File: config.mk
export PLATFORM = sky130hd
export DESIGN_NAME = esfb_event_bank
export DESIGN_NICKNAME = d
export VERILOG_FILES = /design/src/rtl/esfb_pkg.sv /design/src/rtl/esfb_event_bank.sv /design/src/rtl/esfb_silence_timer.sv
export SDC_FILE = /design/constraint.sdc
export NUM_CORES = 1
export LEC_CHECK = 0
export BUFFER_PORTS_ARGS = -buffer_cell sky130_fd_sc_hd__buf_2
export CORE_MARGIN = 2
export CORE_UTILIZATION = 30
export DETAILED_ROUTE_END_ITERATION = 8
export HOLD_SLACK_MARGIN = 0.1
export PLACE_DENSITY = 0.56
export SLEW_MARGIN = 5
export SYNTH_ARGS = -nofsm -noshare
export SYNTH_HDL_FRONTEND = slang
export SYNTH_HIERARCHICAL = 1
export SYNTH_SLANG_ARGS = --single-unit
File: constraint.sdc
create_clock -name ref_clk -period 1.93 [get_ports ref_clk]
set_input_delay 0.2895 -clock ref_clk [delete_from_list [all_inputs] [get_ports ref_clk]]
set_output_delay 0.2895 -clock ref_clk [all_outputs]
set_load 0.1 [all_outputs]
File: src/rtl/esfb_pkg.sv
// constants for the event status flag bank
package esfb_pkg;

  localparam int unsigned ESFB_ADDR_W    = 7;
  localparam int unsigned ESFB_DATA_W    = 8;

  // register offsets
  localparam logic [6:0] ESFB_OFS_SUMMARY = 7'h60;
  localparam logic [6:0] ESFB_OFS_SYSTEM  = 7'h61;
  localparam logic [6:0] ESFB_OFS_SUPPLY  = 7'h62;
  localparam logic [6:0] ESFB_OFS_TRX     = 7'h63;
  localparam logic [6:0] ESFB_OFS_WAKE    = 7'h64;

  // summary register fields
  localparam int unsigned ESFB_SUM_SYSTEM_BIT = 0;
  localparam int unsigned ESFB_SUM_SUPPLY_BIT = 1;
  localparam int unsigned ESFB_SUM_TRX_BIT    = 2;
  localparam int unsigned ESFB_SUM_WAKE_BIT   = 3;

  // system event register fields
  localparam int unsigned ESFB_SYS_WDOG_BIT   = 0;
  localparam int unsigned ESFB_SYS_SPI_BIT    = 1;
  localparam int unsigned ESFB_SYS_HEAT_BIT   = 2;
  localparam int unsigned ESFB_SYS_BATT_BIT   = 4;

  // supply event register fields
  localparam int unsigned ESFB_SUP_MAINUV_BIT = 0;
  localparam int unsigned ESFB_SUP_UV_BIT     = 1;
  localparam int unsigned ESFB_SUP_OV_BIT     = 2;

  // transceiver event register fields
  localparam int unsigned ESFB_TRX_WAKE_BIT   = 0;
  localparam int unsigned ESFB_TRX_FAIL_BIT   = 1;
  localparam int unsigned ESFB_TRX_SIL_BIT    = 4;
  localparam int unsigned ESFB_TRX_PNFD_BIT   = 5;

  // implemented bits per register, others read zero
  localparam logic [7:0] ESFB_SYS_MASK  = 8'h17;
  localparam logic [7:0] ESFB_SUP_MASK  = 8'h07;
  localparam logic [7:0] ESFB_TRX_OWN   = 8'h30;
  localparam logic [7:0] ESFB_TRX_EXT   = 8'h03;
  localparam logic [7:0] ESFB_WAKE_MASK = 8'h03;

  // reset values
  localparam logic [7:0] ESFB_RST_FLAGS = 8'h00;

  // legal serial clock counts
  localparam logic [5:0] ESFB_SPI_LEN16 = 6'h10;
  localparam logic [5:0] ESFB_SPI_LEN24 = 6'h18;
  localparam logic [5:0] ESFB_SPI_LEN32 = 6'h20;

  // bus silence timeout
  localparam int unsigned ESFB_CLK_HZ      = 100_000_000;
  localparam int unsigned ESFB_SILENCE_US  = 1000;
  localparam int unsigned ESFB_SILENCE_CYC =
    (ESFB_SILENCE_US * (ESFB_CLK_HZ / 1_000_000) > 0) ?
    ESFB_SILENCE_US * (ESFB_CLK_HZ / 1_000_000) : 1;
  localparam int unsigned ESFB_SIL_CNT_W   = 20;

  // silence detector states
  typedef enum logic [2:0] {
    ESFB_SIL_IDLE  = 3'b001,
    ESFB_SIL_ARMED = 3'b010,
    ESFB_SIL_COUNT = 3'b100
  } esfb_sil_state_t;

endpackage : esfb_pkg

File: src/rtl/esfb_event_bank.sv
// event status flag bank with summary register and register port
//
// Contract
// [RULE1] writing one clears a flag, zero leaves it; host clears after identifying
// [RULE2] summary bit 3 is set while any wake pin flag pends
// [RULE3] summary bit 2 is set while any transceiver flag pends
// [RULE4] summary bit 1 is set while any supply flag pends
// [RULE5] summary bit 0 is set while any system flag pends
// [RULE6] battery start-up flag sets on leaving off mode after power-on
// [RULE7] overheat warning flag sets above threshold, never in sleep mode
// [RULE8] serial fault flag sets on clock count other than 16, 24, 32
// [RULE9] serial fault also for illegal codes and locked writes, not in sleep
// [RULE10] watchdog fault sets on overflow or early trigger in window mode
// [RULE11] window mode watchdog failure asserts system reset immediately
// [RULE12] timeout mode overflow resets only if watchdog flag already set
// [RULE13] supply bit 2 sets on second regulator or external overvoltage
// [RULE14] supply bit 1 sets on second regulator or external undervoltage
// [RULE15] main supply undervoltage flag sets while supply active, never in sleep
// [RULE16] main undervoltage capture ignores the reset threshold select bits
// [RULE17] transceiver bit 5 sets on selective frame decode error
// [RULE18] bus silence flag sets after timeout, only if enabled while bus active
// [RULE19] a flag sets only while its capture enable is set
// [RULE20] start-up, watchdog and frame decode events are always captured; the code captures watchdog events only in window or timeout mode
// [RULE21] reserved bits read zero; summary bits are ORs of their registers
module esfb_event_bank
  import esfb_pkg::*;
#(
  parameter int unsigned SILENCE_CYC = ESFB_SILENCE_CYC
) (
  input  wire logic        ref_clk,
  input  wire logic        nrst,
  input  wire logic        clk_en,
  // register port
  input  wire logic [6:0]  reg_addr,
  input  wire logic        reg_wr_en,
  input  wire logic [7:0]  reg_wdata,
  input  wire logic        reg_rd_en,
  output logic      [7:0]  reg_rdata,
  output logic             reg_rd_valid,
  // mode status
  input  wire logic        sleep_mode,
  input  wire logic        wdog_window_mode,
  input  wire logic        wdog_timeout_mode,
  input  wire logic        main_supply_active,
  // capture enables
  input  wire logic        overheat_capture_enable,
  input  wire logic        serial_fault_capture_enable,
  input  wire logic        overvoltage_capture_enable,
  input  wire logic        undervoltage_capture_enable,
  input  wire logic        main_uv_capture_enable,
  input  wire logic        bus_silence_capture_enable,
  // event inputs, one-cycle pulses; serial_bit_count is a count and bus_active a level
  input  wire logic        battery_startup_evt,
  input  wire logic        overheat_evt,
  input  wire logic        serial_access_done,
  input  wire logic [5:0]  serial_bit_count,
  input  wire logic        watchdog_mode_code_illegal,
  input  wire logic        watchdog_period_code_illegal,
  input  wire logic        operating_mode_code_illegal,
  input  wire logic        locked_write_evt,
  input  wire logic        wdog_overflow_evt,
  input  wire logic        wdog_early_evt,
  input  wire logic        regulator_overvoltage_evt,
  input  wire logic        regulator_undervoltage_evt,
  input  wire logic        main_undervoltage_evt,
  input  wire logic        frame_decode_error_evt,
  input  wire logic        bus_active,
  // flags kept outside this bank
  input  wire logic [1:0]  trx_ext_flags,
  input  wire logic [1:0]  wake_pin_flags,
  // flag outputs
  output logic             battery_startup_flag,
  output logic             overheat_warning_flag,
  output logic             serial_port_fault_flag,
  output logic             watchdog_fault_flag,
  output logic             second_regulator_overvoltage_flag,
  output logic             second_regulator_undervoltage_flag,
  output logic             main_supply_undervoltage_flag,
  output logic             selective_frame_decode_error_flag,
  output logic             bus_silence_flag,
  output logic             system_pending,
  output logic             supply_pending,
  output logic             transceiver_pending,
  output logic             wake_pin_pending,
  output logic             system_reset_req
);

  logic [7:0] sys_q;
  logic [7:0] sys_d;
  logic [7:0] sup_q;
  logic [7:0] sup_d;
  logic [7:0] trx_q;
  logic [7:0] trx_d;
  logic [7:0] sys_set;
  logic [7:0] sup_set;
  logic [7:0] trx_set;
  logic [7:0] sys_clr;
  logic [7:0] sup_clr;
  logic [7:0] trx_clr;
  logic [7:0] rdata_q;
  logic [7:0] rdata_d;
  logic       rvalid_q;
  logic       rvalid_d;
  logic       rst_req_q;
  logic       rst_req_d;
  logic       silence_evt;
  logic       bad_length;
  logic       serial_fault_evt;
  logic [7:0] trx_view;
  logic [7:0] wake_view;
  logic [7:0] summary;

  // bus silence detection
  esfb_silence_timer #(
    .TIMEOUT_CYC (SILENCE_CYC),
    .CNT_W       (ESFB_SIL_CNT_W)
  ) u_silence (
    .ref_clk                    (ref_clk),
    .nrst                       (nrst),
    .clk_en                     (clk_en),
    .bus_active                 (bus_active),
    .bus_silence_capture_enable (bus_silence_capture_enable),
    .silence_evt                (silence_evt)
  );

  // [RULE8] legal lengths 16, 24, 32
  assign bad_length = serial_access_done &&
                      (serial_bit_count != ESFB_SPI_LEN16) &&
                      (serial_bit_count != ESFB_SPI_LEN24) &&
                      (serial_bit_count != ESFB_SPI_LEN32);

  // [RULE9] illegal codes and locked writes
  assign serial_fault_evt = bad_length || watchdog_mode_code_illegal ||
                            watchdog_period_code_illegal ||
                            operating_mode_code_illegal || locked_write_evt;

  // event set vectors
  always_comb begin
    sys_set = '0;
    sup_set = '0;
    trx_set = '0;
    // [RULE6] [RULE20] start-up always captured
    sys_set[ESFB_SYS_BATT_BIT] = battery_startup_evt;
    // [RULE7] [RULE19] gated, blocked in sleep
    sys_set[ESFB_SYS_HEAT_BIT] = overheat_evt && overheat_capture_enable && !sleep_mode;
    // [RULE9] [RULE19] gated, blocked in sleep
    sys_set[ESFB_SYS_SPI_BIT]  = serial_fault_evt && serial_fault_capture_enable &&
                                 !sleep_mode;
    // [RULE10] [RULE20] watchdog captured without enable, only in window or timeout mode
    sys_set[ESFB_SYS_WDOG_BIT] = (wdog_overflow_evt &&
                                  (wdog_window_mode || wdog_timeout_mode)) ||
                                 (wdog_early_evt && wdog_window_mode);
    // [RULE13] [RULE19] overvoltage gated
    sup_set[ESFB_SUP_OV_BIT]   = regulator_overvoltage_evt && overvoltage_capture_enable;
    // [RULE14] [RULE19] undervoltage gated
    sup_set[ESFB_SUP_UV_BIT]   = regulator_undervoltage_evt && undervoltage_capture_enable;
    // [RULE15] [RULE16] active supply only, no threshold term
    sup_set[ESFB_SUP_MAINUV_BIT] = main_undervoltage_evt && main_uv_capture_enable &&
                                   main_supply_active && !sleep_mode;
    // [RULE17] [RULE20] decode error always captured
    trx_set[ESFB_TRX_PNFD_BIT] = frame_decode_error_evt;
    // [RULE18] [RULE19] silence from armed detector
    trx_set[ESFB_TRX_SIL_BIT]  = silence_evt;
  end

  // [RULE1] write one to clear
  always_comb begin
    sys_clr = '0;
    sup_clr = '0;
    trx_clr = '0;
    if (reg_wr_en) begin
      unique case (reg_addr)
        ESFB_OFS_SYSTEM: sys_clr = reg_wdata;
        ESFB_OFS_SUPPLY: sup_clr = reg_wdata;
        ESFB_OFS_TRX:    trx_clr = reg_wdata;
        default: begin
          sys_clr = '0;
        end
      endcase
    end
  end

  // [RULE1] [RULE21] set wins, reserved masked
  always_comb begin
    sys_d = ((sys_q & ~sys_clr) | sys_set) & ESFB_SYS_MASK;
    sup_d = ((sup_q & ~sup_clr) | sup_set) & ESFB_SUP_MASK;
    trx_d = ((trx_q & ~trx_clr) | trx_set) & ESFB_TRX_OWN;
  end

  // system reset request from watchdog
  always_comb begin
    rst_req_d = 1'b0;
    // [RULE11] window failure resets at once
    if (wdog_window_mode && (wdog_overflow_evt || wdog_early_evt)) begin
      rst_req_d = 1'b1;
    end
    // [RULE12] timeout overflow needs prior flag
    if (wdog_timeout_mode && wdog_overflow_evt && sys_q[ESFB_SYS_WDOG_BIT]) begin
      rst_req_d = 1'b1;
    end
  end

  // [RULE21] read views with external bits
  assign trx_view  = trx_q | ({6'h00, trx_ext_flags} & ESFB_TRX_EXT);
  assign wake_view = {6'h00, wake_pin_flags} & ESFB_WAKE_MASK;

  // [RULE2] [RULE3] [RULE4] [RULE5] [RULE21] summary ORs
  always_comb begin
    summary = '0;
    summary[ESFB_SUM_SYSTEM_BIT] = |sys_q;
    summary[ESFB_SUM_SUPPLY_BIT] = |sup_q;
    summary[ESFB_SUM_TRX_BIT]    = |trx_view;
    summary[ESFB_SUM_WAKE_BIT]   = |wake_view;
  end

  // read data path
  always_comb begin
    rdata_d  = rdata_q;
    rvalid_d = 1'b0;
    if (reg_rd_en) begin
      rvalid_d = 1'b1;
      unique case (reg_addr)
        ESFB_OFS_SUMMARY: rdata_d = summary;
        ESFB_OFS_SYSTEM:  rdata_d = sys_q;
        ESFB_OFS_SUPPLY:  rdata_d = sup_q;
        ESFB_OFS_TRX:     rdata_d = trx_view;
        ESFB_OFS_WAKE:    rdata_d = wake_view;
        default:          rdata_d = 8'h00;
      endcase
    end
  end

  // flag registers
  always_ff @(posedge ref_clk) begin
    if (!nrst) begin
      sys_q <= ESFB_RST_FLAGS;
      sup_q <= ESFB_RST_FLAGS;
      trx_q <= ESFB_RST_FLAGS;
    end else if (clk_en) begin
      sys_q <= sys_d;
      sup_q <= sup_d;
      trx_q <= trx_d;
    end
  end

  // read port registers
  always_ff @(posedge ref_clk) begin
    if (!nrst) begin
      rdata_q  <= ESFB_RST_FLAGS;
      rvalid_q <= 1'b0;
    end else if (clk_en) begin
      rdata_q  <= rdata_d;
      rvalid_q <= rvalid_d;
    end
  end

  // watchdog reset request register
  always_ff @(posedge ref_clk) begin
    if (!nrst) begin
      rst_req_q <= 1'b0;
    end else if (clk_en) begin
      rst_req_q <= rst_req_d;
    end
  end

  assign reg_rdata                          = rdata_q;
  assign reg_rd_valid                       = rvalid_q;
  assign system_reset_req                   = rst_req_q;
  assign battery_startup_flag               = sys_q[ESFB_SYS_BATT_BIT];
  assign overheat_warning_flag              = sys_q[ESFB_SYS_HEAT_BIT];
  assign serial_port_fault_flag             = sys_q[ESFB_SYS_SPI_BIT];
  assign watchdog_fault_flag                = sys_q[ESFB_SYS_WDOG_BIT];
  assign second_regulator_overvoltage_flag  = sup_q[ESFB_SUP_OV_BIT];
  assign second_regulator_undervoltage_flag = sup_q[ESFB_SUP_UV_BIT];
  assign main_supply_undervoltage_flag      = sup_q[ESFB_SUP_MAINUV_BIT];
  assign selective_frame_decode_error_flag  = trx_q[ESFB_TRX_PNFD_BIT];
  assign bus_silence_flag                   = trx_q[ESFB_TRX_SIL_BIT];
  assign system_pending                     = summary[ESFB_SUM_SYSTEM_BIT];
  assign supply_pending                     = summary[ESFB_SUM_SUPPLY_BIT];
  assign transceiver_pending                = summary[ESFB_SUM_TRX_BIT];
  assign wake_pin_pending                   = summary[ESFB_SUM_WAKE_BIT];

endmodule : esfb_event_bank

File: src/rtl/esfb_silence_timer.sv
// bus silence detector with arming and timeout
module esfb_silence_timer
  import esfb_pkg::*;
#(
  parameter int unsigned TIMEOUT_CYC = ESFB_SILENCE_CYC,
  parameter int unsigned CNT_W       = ESFB_SIL_CNT_W
) (
  input  wire logic ref_clk,
  input  wire logic nrst,
  input  wire logic clk_en,
  input  wire logic bus_active,
  input  wire logic bus_silence_capture_enable,
  output logic      silence_evt
);

  localparam logic [CNT_W-1:0] LAST = CNT_W'(TIMEOUT_CYC - 1);

  esfb_sil_state_t  state_q;
  esfb_sil_state_t  state_d;
  logic [CNT_W-1:0] cnt_q;
  logic [CNT_W-1:0] cnt_d;
  logic             evt_q;
  logic             evt_d;

  always_comb begin
    state_d = state_q;
    cnt_d   = cnt_q;
    evt_d   = 1'b0;
    unique case (state_q)
      ESFB_SIL_IDLE: begin
        // [RULE18] arm only while bus active
        if (bus_silence_capture_enable && bus_active) begin
          state_d = ESFB_SIL_ARMED;
        end
      end
      ESFB_SIL_ARMED: begin
        cnt_d = '0;
        if (!bus_silence_capture_enable) begin
          state_d = ESFB_SIL_IDLE;
        end else if (!bus_active) begin
          state_d = ESFB_SIL_COUNT;
        end
      end
      ESFB_SIL_COUNT: begin
        if (!bus_silence_capture_enable) begin
          state_d = ESFB_SIL_IDLE;
        end else if (bus_active) begin
          state_d = ESFB_SIL_ARMED;
        end else if (cnt_q == LAST) begin
          // [RULE18] silence timeout reached
          evt_d   = 1'b1;
          state_d = ESFB_SIL_IDLE;
        end else begin
          cnt_d = cnt_q + CNT_W'(1);
        end
      end
      default: begin
        state_d = ESFB_SIL_IDLE;
      end
    endcase
  end

  always_ff @(posedge ref_clk) begin
    if (!nrst) begin
      state_q <= ESFB_SIL_IDLE;
      cnt_q   <= '0;
      evt_q   <= 1'b0;
    end else if (clk_en) begin
      state_q <= state_d;
      cnt_q   <= cnt_d;
      evt_q   <= evt_d;
    end
  end

  assign silence_evt = evt_q;

endmodule : esfb_silence_timer

==> qor.yml <==
clocking:
  postCtsHoldBufs: 0
  clock-sinks: 41
  cts.reportedPaths.clkPinSlew_ns: 0.08
  cts-htree-levels: 2
  clockBufferDepth: 2
  root_buffer: "clkbuf_8"
  clk_latency_ns: 0.30
  cts_buffers: 5
  tritoncts: "done"
routing:
  first_pass_iters: 4
  wl_per_cell_um: 14.1
  drc: 0
  drt_first_iter_violations: 103
  via_count: 2587
  via_per_inst: 5.31
  wl_um: 6880
  antenna_left: 0
synth:
  yosysWarnings: 6
  synth_mux_area_share_pct: 2.21
  seq_area_frac_synth_pct: 35.4
  avgSynthCellArea_um2: 7.97
  synth_fa_ha_area_share_pct: 0.540
  async_flop_share_pct: 0
  yosysUniqueCellTypes: 57
  synthSimpleGateAreaFrac_pct: 34.3
  syn_area_mm2: 0.00232
  ys.flop_type: "dfxtp_1"
  synth_edf_count: 0
  synthXorXnorAreaFrac_pct: 0.378
  syn_inst: 291
  synth_top_family_by_area: "simple AND/OR/NAND/NOR gates"
  ys_ff_latch: 41
  synth-compound-area-share_pct: 23.4
die:
  floorplan.initialDensity_pct: 30.5
  dieHeight_um: 91.9
  io_pins: 77
  die_x_um: 91.9
  rows: 32
  dieArea_mm2: 0.00845
  fp.coreArea_mm2: 0.00761
critical_path:
  cp_max_fo: 7
  r2r_setup_slack_ns: -0.02
  worstPathArrival_ns: 2.19
  cpPeakStageDelay_ns: 0.42
  critical_path_class: "reg2reg"
  reg2reg_depth: 7
  path_cells: "or3b_4, nor2_4, o221ai_4, buf_12, buf_6, or3_1, a21oi_1"
  reg2reg_to: "u_silence/cnt_q[15]$_SDFFE_PN0P_"
  r2r-start: "u_silence/state_q[2]$_SDFFE_PN0P_"
  worst-path-buf-inv: 2
  required_ns: 2.16
  startpoint_type: "flip-flop"
  critPathSlowestCell: "or3b_4"
  cp_top_family: "simple AND/OR/NAND/NOR gates"
  crit_cells: 7
  cp-end-kind: "flip-flop"
worst_hold_path:
  min_to: "sys_q[4]$_SDFFE_PN0P_"
  worstHoldStart: "battery_startup_evt"
  worstHoldPathCells: 3
  worstHoldPathType: "in2reg"
outcome:
  status: "complete, but fails checks"
  violations: "negative setup slack"
finish:
  drive_above_1_share_pct: 37.4
  area_delta_synth_final_pct: 37.6
  fillCellCount: 777
  final_cell_mix: "71 x buf_2, 28 x dfxtp_1, 25 x a21oi_1, 24 x buf_4"
  layout_commonest_cell: "buf_2"
  final_cells: 487
  utilization_pct: 41.9
  num_antenna_cells: 0
  fin_nets: 440
timing:
  holdWs_ns: 0.228
  rsz0062_at_grt: "yes"
  fin_crit_sh_pct: 101
  final-setup-viol-count: 1
  min_period_ns: 1.95
  fin_ws_ns: -0.0221
  worst_pin_slew_ns: 0.602
  hold_viol: 0
  setup-tns-final_ns: -0.0221
  max_slew_margin_pct: 59.8
  max_freq_mhz: 512
  final_max_slew_viol_count: 0
  clock_skew_ns: 0.00652
pwr:
  peakVddDrop_v: 0.000338
  p_leak_nw: 1.25
  power.total_w: 0.00188
  power_density_mw_per_mm2: 590
global_routing:
  grt_overflow: 0
  grt_first_pass_wirelength_um: 11000
  grt_max_degree: 23
  antenna_found_initial: 0
  grt_usage_pct: 15.7
  grt_pass1_vias: 2368
place:
  dp.cells: 474
  dp_hpwl_um: 4970
  io_buffers: 71
  gp_congestion: 0.870
job:
  max_cap_violations: 0
layer usage:
layer	wire length [µm]	part of all wire (%)	global-route usage (%)	up-vias
li1	-	-	-	1291
met1	3220	47	21.4	1220
met2	3190	46	25.2	70
met3	408	5.9	3.12	6
met4	57	0.83	4.48	0
met5	0	0	0	-
registers in the layout, indices dropped and copies added (netlist names):
register and count:
system_reset_req 1, trx_q 2, u_silence/state_q 3, reg_rdata 6
u_silence/cnt_q 20, sup_q 3, reg_rd_valid 1, u_silence/silence_evt 1
sys_q 4
how the worst max path moves through the flow:
stage | end | startpoint | slack [ns]
2_1_floorplan | reg_rdata[2]$_SDFFE_PN0P_ | trx_q[4]$_SDFFE_PN0P_ | -0.15
3_3_place_gp | u_silence/cnt_q[18]$_SDFFE_PN0P_ | u_silence/state_q[2]$_SDFFE_PN0P_ | 0.004
3_5_place_dp | u_silence/cnt_q[18]$_SDFFE_PN0P_ | u_silence/state_q[2]$_SDFFE_PN0P_ | -0.03
4_1_cts | u_silence/cnt_q[18]$_SDFFE_PN0P_ | u_silence/state_q[2]$_SDFFE_PN0P_ | 0.008
5_1_grt | u_silence/cnt_q[15]$_SDFFE_PN0P_ | u_silence/state_q[2]$_SDFFE_PN0P_ | -0.07
6_report | u_silence/cnt_q[15]$_SDFFE_PN0P_ | u_silence/state_q[2]$_SDFFE_PN0P_ | -0.02
synthesized netlist by cell type, types with 3 or more instances:
library cell,number,share of area (%)
o21a_1,5,1.6
a21boi_0,4,1.3
or4_1,10,3.2
dfxtp_1,41,35
nor4_1,4,1.1
and2_1,4,1.1
o21ai_1,4,0.86
inv_1,6,0.97
nor3_1,8,1.7
nand2b_1,5,1.3
clkbuf_1,7,1.1
buf_2,4,0.86
nor2b_1,3,0.81
and3_1,5,1.3
nand2_1,22,3.6
o21ai_0,22,4.7
a21boi_1,4,1.3
or3_1,10,2.7
a21oi_1,26,5.6
o22ai_1,3,0.81
nand4_1,8,2.2
o211ai_1,3,0.97
nand3_1,21,4.5
nor2_1,16,2.6
mux2i_1,4,1.7
per-stage QoR:
stage,instance area [µm²],worst slack [ns]
6_report,3190,-0.0221
5_1_grt,3190,-0.0717
4_1_cts,3090,0.00752
3_5_place_dp,2930,-0.0284
3_3_place_gp,2930,0.00401
2_1_floorplan,2330,-0.152
cell type report:
| cell class | count | area (µm²) | share of cell area (%) |
|---|---|---|---|
| Clock inverter | 1 | 7.51 | 0.235 |
| Inverter | 6 | 22.5 | 0.706 |
| Clock buffer | 6 | 82.6 | 2.59 |
| Multi-Input combinational cell | 232 | 1490 | 46.8 |
| Sequential cell | 41 | 837 | 26.2 |
| Tap cell | 102 | 128 | 4.00 |
| Timing Repair Buffer | 99 | 619 | 19.4 |
worst register-to-register path: cells and delay by family, from the launching register on:
family	cells	cell delay (ns)
AO/OA/AOI/OAI	2	0.29
AND/OR/NAND/NOR	3	0.94
buffers and inverters	2	0.30
flip-flops	1	0.36
cell families (layout without fill, tap and decap cells):
family | count (synthesis) | count (layout)
compound gates | 87 | 87
xor+xnor | 1 | 1
fa+ha+maj | 1 | 1
buf+inv | 19 | 112
flops | 41 | 41
mux | 5 | 5
other cells | 1 | 2
simple gates | 136 | 136
power by group:
group / internal [W] / switching, W / total (W)
clock network: 0.000283 / 0.000302 / 0.000585
logic: 0.000127 / 0.000287 / 0.000414
registers: 0.000865 / 0.0000176 / 0.000883
what timing repair did:
action                                  in CTS  in global routing
pin swaps                                    1                 18
setup buffers                                2                  2
cloned                                       1                  1
endpoints found under the setup margin       5                 20
gates resized for setup                      5                 19
Power figures use the tool's default switching activity.
